`config.mk`:
```
export PLATFORM = sky130hd
export DESIGN_NAME = nibble_swap_and_dir_load_exec
export DESIGN_NICKNAME = d
export VERILOG_FILES = /design/src/exec_pkg.sv /design/src/nibble_swap_and_dir_load_exec.sv /design/src/phase_gen.sv
export SDC_FILE = /design/constraint.sdc
export NUM_CORES = 1
export LEC_CHECK = 0
export BUFFER_PORTS_ARGS = -buffer_cell sky130_fd_sc_hd__buf_2
export CAP_MARGIN = 20
export CORE_AREA = 2 2 82 84
export DETAILED_ROUTE_END_ITERATION = 10
export DIE_AREA = 0 0 84 86
export GPL_TIMING_DRIVEN = 0
export PLACE_DENSITY = 0.84
export SYNTH_ARGS = -nofsm -noshare
export SYNTH_HDL_FRONTEND = slang
export SYNTH_SLANG_ARGS = --single-unit
```
`constraint.sdc`:
```
create_clock -name clock -period 4.3 [get_ports clock]
set_input_delay 0.86 -clock clock [delete_from_list [all_inputs] [get_ports clock]]
set_output_delay 0.86 -clock clock [all_outputs]
set_load 0.01 [all_outputs]
```
`src/exec_pkg.sv`:
```
// Shared constants for the nibble exchange / subtract / direction-load executor
package exec_pkg;
  localparam int DATA_W = 8;
  localparam int WORD_W = 14;
  localparam int ADDR_W = 7;
  // Opcode fields
  localparam logic [5:0] OPC_SUB  = 6'h02;
  localparam logic [5:0] OPC_SWAP = 6'h0E;
  localparam logic [10:0] OPC_DIRLOAD = 11'h00C;  // 00 0000 0110 0 (upper 11 bits)
  localparam int OPC_HI = 13;
  localparam int OPC_LO = 8;
  localparam int DEST_BIT = 7;
  localparam int DIRSEL_W = 3;
  localparam logic [2:0] DIR_MIN = 3'h5;
  localparam logic [2:0] DIR_MAX = 3'h7;
  localparam logic [7:0] DIR_RESET = 8'hFF;
  localparam logic [1:0] PH_Q1 = 2'h0;
  localparam logic [1:0] PH_Q2 = 2'h1;
  localparam logic [1:0] PH_Q3 = 2'h2;
  localparam logic [1:0] PH_Q4 = 2'h3;
  localparam logic [7:0] ACC_RESET = 8'h00;
  typedef enum logic [1:0] {OP_NONE, OP_SUB, OP_SWAP, OP_DIR} op_type;
endpackage : exec_pkg

```
`src/nibble_swap_and_dir_load_exec.sv`:
```
// Executor for subtract, nibble exchange and legacy direction-load instructions
// How it works
// - Nibble exchange swaps register halves into destination; flags untouched.
// - Seven-bit index addresses registers 0..127; target bit picks accumulator or register.
// - With target bit set, result overwrites source register; accumulator unchanged.
// - One word, one cycle: Q1 decode, Q2 read, Q3 process, Q4 write.
// - Direction-load copies accumulator into direction register 5..7; flags untouched.
`timescale 1ns/1ps
`default_nettype none
module nibble_swap_and_dir_load_exec
  import exec_pkg::*;
(
  // Clock and reset
  input  wire logic              clock,
  input  wire logic              sys_rst,
  // Instruction fetch, sampled at Q1
  input  wire logic [WORD_W-1:0] instr_word,
  // Register file read port
  output logic       [ADDR_W-1:0] rf_read_addr,
  input  wire logic [DATA_W-1:0] rf_read_data,
  // Register file write port
  output logic       [ADDR_W-1:0] rf_write_addr,
  output logic       [DATA_W-1:0] rf_write_data,
  output logic                    rf_write_en,
  // Accumulator and flags
  output logic       [DATA_W-1:0] accumulator,
  output logic                    borrow_not_flag,
  output logic                    half_borrow_flag,
  output logic                    result_null_flag,
  // Pin direction registers 5, 6, 7
  output logic       [DATA_W-1:0] pin_direction_register_5,
  output logic       [DATA_W-1:0] pin_direction_register_6,
  output logic       [DATA_W-1:0] pin_direction_register_7,
  // Phase indicator
  output logic       [1:0]        exec_phase
);
  logic [1:0]        phase;
  logic              cycle_start;
  op_type            op;
  logic              to_reg;
  logic [ADDR_W-1:0] index;
  logic [DIRSEL_W-1:0] dir_sel;
  logic [DATA_W-1:0] operand;
  logic [DATA_W-1:0] result;
  logic [DATA_W-1:0] next_result;
  logic [DATA_W:0]   diff;
  logic [4:0]        low_diff;

  function automatic op_type decode(input logic [WORD_W-1:0] w);
    op_type o;
    o = OP_NONE;
    if (w[OPC_HI:OPC_LO] == OPC_SUB) begin
      o = OP_SUB;
    end else if (w[OPC_HI:OPC_LO] == OPC_SWAP) begin
      o = OP_SWAP;
    end else if (w[WORD_W-1:DIRSEL_W] == OPC_DIRLOAD
                 && w[DIRSEL_W-1:0] >= DIR_MIN && w[DIRSEL_W-1:0] <= DIR_MAX) begin
      o = OP_DIR;
    end
    return o;
  endfunction

  // Q4 write-back of the two results that may go to either destination
  function automatic logic writes_dest(input op_type o, input logic [1:0] ph);
    return ph == PH_Q4 && (o == OP_SUB || o == OP_SWAP);
  endfunction

  // Q4 direction load aimed at one of the three slots
  function automatic logic dir_hit(input op_type o, input logic [1:0] ph,
                                   input logic [DIRSEL_W-1:0] sel,
                                   input logic [DIRSEL_W-1:0] slot);
    return ph == PH_Q4 && o == OP_DIR && sel == slot;
  endfunction

  // Exchange the upper and lower halves of a byte
  function automatic logic [DATA_W-1:0] swap_halves(input logic [DATA_W-1:0] v);
    return {v[3:0], v[7:4]};
  endfunction

  // Free-running phase counter; phase 0 takes the next word
  phase_gen u_phase (
    .clock       (clock),
    .sys_rst     (sys_rst),
    .phase       (phase),
    .cycle_start (cycle_start)
  );

  // Phase shown one cycle late, so Q4 lines up with the visible results
  always_ff @(posedge clock) begin
    if (sys_rst) begin
      exec_phase <= PH_Q1;
    end else begin
      exec_phase <= phase;
    end
  end

  // Q1 decode; the word is taken only at the first phase of each cycle
  always_ff @(posedge clock) begin
    if (sys_rst) begin
      op <= OP_NONE;
    end else if (cycle_start) begin
      op <= decode(instr_word);
    end
  end

  // Q1 operand fields
  always_ff @(posedge clock) begin
    if (sys_rst) begin
      to_reg  <= 1'b0;
      index   <= '0;
      dir_sel <= '0;
    end else if (cycle_start) begin
      to_reg  <= instr_word[DEST_BIT];
      index   <= instr_word[ADDR_W-1:0];
      dir_sel <= instr_word[DIRSEL_W-1:0];
    end
  end

  // Q2 read: the address follows the word taken at Q1, so the read port
  // settles on the new register before the operand is captured
  always_ff @(posedge clock) begin
    if (sys_rst) begin
      rf_read_addr <= '0;
    end else if (cycle_start) begin
      rf_read_addr <= instr_word[ADDR_W-1:0];
    end
  end

  always_ff @(posedge clock) begin
    if (sys_rst) begin
      operand <= '0;
    end else if (phase == PH_Q2) begin
      operand <= rf_read_data;
    end
  end

  // Q3 process
  always_comb begin
    diff     = {1'b0, operand} - {1'b0, accumulator};
    low_diff = {1'b0, operand[3:0]} - {1'b0, accumulator[3:0]};
  end

  always_comb begin
    case (op)
      OP_SUB:  next_result = diff[DATA_W-1:0];
      OP_SWAP: next_result = swap_halves(operand);
      OP_DIR:  next_result = accumulator;
      default: next_result = '0;
    endcase
  end

  always_ff @(posedge clock) begin
    if (sys_rst) begin
      result <= '0;
    end else if (phase == PH_Q3) begin
      result <= next_result;
    end
  end

  // Q4 register file write; the strobe is a one-cycle pulse
  always_ff @(posedge clock) begin
    if (sys_rst) begin
      rf_write_en   <= 1'b0;
      rf_write_addr <= '0;
      rf_write_data <= '0;
    end else begin
      rf_write_en <= 1'b0;
      if (writes_dest(op, phase) && to_reg) begin
        rf_write_en   <= 1'b1;
        rf_write_addr <= index;
        rf_write_data <= result;
      end
    end
  end

  // Q4 accumulator write; a register destination leaves it untouched
  always_ff @(posedge clock) begin
    if (sys_rst) begin
      accumulator <= ACC_RESET;
    end else if (writes_dest(op, phase) && !to_reg) begin
      accumulator <= result;
    end
  end

  // Flags change only for subtract
  always_ff @(posedge clock) begin
    if (sys_rst) begin
      borrow_not_flag  <= 1'b0;
      half_borrow_flag <= 1'b0;
      result_null_flag <= 1'b0;
    end else if (phase == PH_Q4 && op == OP_SUB) begin
      borrow_not_flag  <= ~diff[DATA_W];
      half_borrow_flag <= ~low_diff[4];
      result_null_flag <= (result == '0);
    end
  end

  // Legacy direction load, one block per register; direct writes are preferred
  always_ff @(posedge clock) begin
    if (sys_rst) begin
      pin_direction_register_5 <= DIR_RESET;
    end else if (dir_hit(op, phase, dir_sel, DIR_MIN)) begin
      pin_direction_register_5 <= result;
    end
  end

  always_ff @(posedge clock) begin
    if (sys_rst) begin
      pin_direction_register_6 <= DIR_RESET;
    end else if (dir_hit(op, phase, dir_sel, DIR_MIN + 3'h1)) begin
      pin_direction_register_6 <= result;
    end
  end

  always_ff @(posedge clock) begin
    if (sys_rst) begin
      pin_direction_register_7 <= DIR_RESET;
    end else if (dir_hit(op, phase, dir_sel, DIR_MAX)) begin
      pin_direction_register_7 <= result;
    end
  end
endmodule // nibble_swap_and_dir_load_exec
`default_nettype wire

```
`src/phase_gen.sv`:
```
// Four-phase instruction cycle generator
`timescale 1ns/1ps
`default_nettype none
module phase_gen
  import exec_pkg::*;
(
  // Clock and reset
  input  wire logic       clock,
  input  wire logic       sys_rst,
  // Phase outputs
  output var  logic [1:0] phase,
  output var  logic       cycle_start
);
  always_ff @(posedge clock) begin
    if (sys_rst) begin
      phase <= PH_Q1;
    end else begin
      phase <= phase + 2'h1;
    end
  end

  assign cycle_start = (phase == PH_Q1);
endmodule // phase_gen
`default_nettype wire

```
* After elaboration in Yosys (flattened, before gate mapping)
Index checks and enable logic that the tools add are counted.
** Cells by class
- $lt $le $gt $ge :: 2
- Bitwise gates (word level) :: 2
- Eq/ne operators :: 12
- Reductions and logical operators :: 14
- Muxes and demuxes :: 5
- Add/sub/neg operators :: 3
** Operators by type and width (number)
- 8-bit one-hot mux with 3 select lines :: 1
- 11-bit by 4-bit == test with 1-bit output (second input constant) :: 1
- 1-bit logical AND :: 10
- 3-bit == test (second input constant) :: 3
- 8-bit by 8-bit subtractor with 9-bit output :: 1
- 2-bit == test (second input constant) :: 4
- 8-bit logical NOT :: 1
- 6-bit by 2-bit == test with 1-bit output (second input constant) :: 1
- 6-bit by 4-bit == test with 1-bit output (second input constant) :: 1
- 2-bit two-way mux :: 3
- 4-bit by 4-bit subtractor with 5-bit output :: 1
- 2-bit by 1-bit == test with 1-bit output (second input constant) :: 2
- 3-bit >= comparator (second input constant) :: 1
- 3-bit less-or-equal comparator (second input constant) :: 1
- 2-bit by 1-bit adder with 2-bit output (second input constant) :: 1
- 2-bit logical NOT :: 1
- 1-bit inverter :: 2
- 1-bit logical NOT :: 1
- 1-bit logical OR :: 1
- 1-bit two-way mux :: 1
** Word-level totals
- Input port bits :: 24
- Register bits after elaboration :: 84
- Logic and storage cells :: 56

* Logic depth before layout (Yosys ltp)
- Depth in word-level cells :: 6
- Mapped depth :: 8
- Mapped depth without buffers :: 8

* By module
From an unflattened synthesis, not the netlist that was laid out.
** Second synthesis, totals
- Cell total of the unflattened synthesis :: 380
- Area total of the unflattened synthesis :: 3435.8 um^2
** Modules (own cells, without submodules)
- nibble_swap_and_dir_load_exec :: cells each 373, sequential area each 1581.5 um^2, area each 3365.7 um^2, times used 1
- phase_gen :: cells each 7, sequential area each 40.0 um^2, area each 70.1 um^2, times used 1

* Worst setup path after synthesis
OpenSTA, ideal clock, no wires.
- Kind :: register -> register
- From :: register accumulator[0]
- To :: register result[6]
- Cell stages (with the launch flop) :: 7
- Data required time :: 4173 ps
- Slack :: 2511 ps
- Setup time :: 127 ps
- Arrival :: 1662 ps
- Buffers on the path :: 0
- Cells stage by stage :: dfxtp_1 -> ha_1 -> fa_1 -> nor2b_1 -> o31a_1 -> nor3_1 -> or3_1
** On the way
- Word-level cells in the longest chain between the ends :: 2
** Ends and longest elaborated chain
- start: declaration :: RTL line nibble_swap_and_dir_load_exec.sv:26 : output logic [DATA_W-1:0] accumulator,
- start signal: assignment :: RTL line nibble_swap_and_dir_load_exec.sv:181 : accumulator <= result;
- 8-bit by 8-bit subtractor with 9-bit output :: RTL line nibble_swap_and_dir_load_exec.sv:139 : diff = {1'b0, operand} - {1'b0, accumulator};
- 8-bit one-hot mux with 3 select lines :: RTL line nibble_swap_and_dir_load_exec.sv:144 : case (op)
- end signal: assignment :: RTL line nibble_swap_and_dir_load_exec.sv:156 : result <= next_result;
- end: declaration :: RTL line nibble_swap_and_dir_load_exec.sv:44 : logic [DATA_W-1:0] result;
Every way passes these cells.
A chain may end at the register's enable or synchronous reset.

* Final worst setup path
- From :: register operand[0]
- To :: register result[6]
** On the way
- Word-level cells in the longest chain between the ends :: 2
** Ends and longest elaborated chain
- start: declaration :: RTL line nibble_swap_and_dir_load_exec.sv:43 : logic [DATA_W-1:0] operand;
- start signal: assignment :: RTL line nibble_swap_and_dir_load_exec.sv:133 : operand <= rf_read_data;
- 8-bit by 8-bit subtractor with 9-bit output :: RTL line nibble_swap_and_dir_load_exec.sv:139
- 8-bit one-hot mux with 3 select lines :: RTL line nibble_swap_and_dir_load_exec.sv:144
Every way passes these cells.

==> results.md <==
- Root Buffer: clkbuf_8
- Synth Area in Simple Gates: 0.206
- Final #Nets: 528
- I/O Buffers: 83
- Hold buffer count at cts: 0
- Fmax: 495 MHz
- Max cap viols: 0
- Mapped cell area: 3610 um^2
- Final worst slack: 2.28 ns
- Slew @ Worst Pin: 0.611 ns
- TritonCTS clock tree: yes
- Placed Cells: 552
- Post-CTS repair timing setup buffer count: 0
- Async set or reset register ratio after synthesis: 0
- CP Cell Sequence: inv_1 -> ha_1 -> fa_1 -> nor2b_1 -> o31a_1 -> nor3_1 -> or3_1
- N_diodes: 0
- Synth cell types: 48
- Area share of fa/ha/maj cells after synthesis: 0.0644
- GRT Util Overall: 0.264
- Final Wtd Congestion: 0.871
- Leak: 0.00181 uW
- Starting Density: 0.575
- Req. time, crit path: 4.54 ns
- VDD IR max: 297 uV
- Crit. End Element: flop
- Worst skew pair latency: 0.36 ns
- Largest family of logic cells by synthesized area: simple AND/OR/NAND/NOR gates
- Worst min path class: reg2reg
- H-tree levels: 3
- Worst Path Arrival: 2.26 ns
- Post-Synthesis Cells: 392
- Slowest cell on crit path: fa_1
- Startpoint type of the worst setup path: flop
- PostCTS Resize Cnt: 0
- Cell family with most CP delay: adder cells
- Row cnt: 29
- DR pass1 iterations: 6
- HPWL after DPL: 6600 um
- Maximum fanout along the worst path: 4
- RSZ-0062 raised after global routing: false
- Global-route wire length before repair: 15100 um
- Core Region: 6280 um^2
- Post-Route WL: 9260 um
- Seq/Total Area, Yosys: 0.449
- Outcome: complete, no violations
- Setup TNS: 0 ns
- Drt via density: 5.69
- Core Util, Final: 0.691
- Residual DRC count: 0
- Max Slew Vio Count: 0
- Mux cell area share after synthesis: 0.0721
- Post-synth EDFFs: 0
- WP buf/inv: 1
- Synth Net Count: 434
- Synth warnings: 0
- FILL cells: 510
- Area fraction in compound gates after synthesis: 0.157
- Layout cells sized above 1: 0.244
- Routed Antenna Nets: 0
- Final period utilization: 0.469
- Clk pin slew, worst setup/hold paths: 0.09 ns
- Inserted Clock Buffers: 9
- Final Skew: 0.00659 ns
- Area growth syn-to-layout: 20.1%
- Seq cells post-synth: 81
- Die area: 7220 um^2
- Main synth FF type: dfxtp_1
- Gr ovfl total: 0
- Power per cell area: 349 nW/um^2
- Setup CP Type: reg2reg
- Max_slew headroom: 0.593
- Sink Count: 81
- Vias: 3232
- DRT iter0 DRCs: 240
- Final hold vios: 0
- Io pins: 84
- Fin cells: 568
- Largest net degree at the start of global routing: 15
- Vias in the first global route: 3088
- Min Tclk post-route: 2.02 ns
- Die W: 84 um
- Synth Area in XOR/XNOR: 0.00243
- Die height: 86 um
- Drt wl/cell: 16.3 um
- Initial antenna violation count: 0
- Syn_area_per_cell: 9.21 um^2
- Longest Clk Path Bufs: 2
- Place WS: 2.19 ns
- Critical Path Max Stage Delay: 0.43 ns
- Final Setup Violations: 0
where the power goes:
| part | internal (uW) | total (uW) | switching [uW] |
|---|---|---|---|
| clock network | 303 | 592 | 289 |
| logic | 57.3 | 139 | 81.5 |
| registers | 765 | 783 | 17.5 |
| total | 1130 | 1510 | 388 |
synth_stat cells (all sizes together), types with 3 or more instances:
master,n,area share
a211o,25,0.063
a21oi,27,0.037
a222oi,3,0.0083
a22oi,5,0.010
buf,10,0.019
clkbuf,11,0.011
dfxtp,81,0.45
ha,17,0.059
inv,18,0.019
mux2i,26,0.072
nand2,40,0.042
nand2b,4,0.0069
nand3,4,0.0069
nand4,3,0.0069
nor2,48,0.054
nor2b,26,0.045
nor3,7,0.013
nor3b,4,0.0083
nor4,3,0.0052
o21a,4,0.0083
o21ai,4,0.0055
final cells by class:
class / count / area [um^2] / share of cell area
plain buffers: 21 / 110 / 0.0254
multi-input cells: 272 / 1810 / 0.418
well taps: 77 / 96.3 / 0.0222
inverters: 18 / 67.6 / 0.0156
repair buffers: 83 / 415 / 0.0958
flip-flops and latches: 81 / 1620 / 0.374
clock buffers: 11 / 151 / 0.0349
clock inverters: 5 / 62.6 / 0.0144
cell families after synthesis:
kind of cell,count (synthesis)
AO/OA/AOI/OAI,79
XOR/XNOR,1
adder cells (fa/ha/maj),18
buffers and inverters,39
flip-flops,81
multiplexers,26
AND/OR/NAND/NOR,148
metrics by stage:
step	cell area, um^2	hold WS (ns)	total power, uW
after floorplan	3610	0.433	888
after global placement	4120	0.441	929
after detailed placement	4120	0.443	936
after CTS	4340	0.455	1510
after global routing	4340	0.480	1570
final	4340	0.453	1510
cell usage in the layout, fill, tap and decap left out, types with 2 or more instances in the layout:
| master | netlist | routed |
|---|---|---|
| nor3b_1 | 4 | 4 |
| o31ai_1 | 2 | 2 |
| buf_1 | 2 | 2 |
| nand2b_1 | 4 | 4 |
| nor2_4 | 2 | 2 |
| a22oi_1 | 5 | 5 |
| mux2i_1 | 26 | 26 |
| nor2b_1 | 26 | 26 |
| clkbuf_1 | 11 | 11 |
| a222oi_1 | 3 | 3 |
| clkinvlp_4 | 0 | 2 |
| inv_1 | 17 | 17 |
| a21oi_1 | 27 | 27 |
| and3_1 | 2 | 2 |
| nor4_1 | 3 | 3 |
| buf_2 | 4 | 87 |
| o21a_1 | 4 | 4 |
| ha_1 | 17 | 17 |
| clkbuf_8 | 0 | 11 |
| a211o_1 | 19 | 19 |
| nand3b_1 | 2 | 2 |
| a211oi_1 | 2 | 2 |
| nand3_1 | 3 | 3 |
| buf_6 | 3 | 3 |
| nand2_1 | 40 | 40 |
| dfxtp_1 | 81 | 81 |
| a211o_2 | 6 | 6 |
| o21ai_0 | 4 | 4 |
| nand4_1 | 2 | 2 |
| nor3_1 | 6 | 6 |
| nor2_1 | 46 | 46 |
tightest hold or removal path, stage by stage (launching register included):
cell     delay [ns]
dfxtp_1        0.31
nand2_1        0.05
a21oi_1        0.05
routing by layer:
layer / track usage / vias to the layer above / wire length (um) / part of all wire
met4: 0.111 / 0 / 182 / 0.020
met5: 0 / - / 0 / 0
met2: 0.417 / 131 / 4320 / 0.47
li1: - / 1546 / - / -
met3: 0.0529 / 18 / 603 / 0.065
met1: 0.354 / 1537 / 4150 / 0.45
path summary, 6_finish.rpt:
kind,start,endpoint,slack (ns),depth (start not counted)
worst max-delay path,operand[0],result[6],2.28,7
worst min-delay path,rf_write_addr[2],rf_write_addr[2],0.45,2
worst max register to register,operand[0],result[6],2.28,7
worst min register to register,rf_write_addr[2],rf_write_addr[2],0.45,2
(Power assumes the default switching activity.)
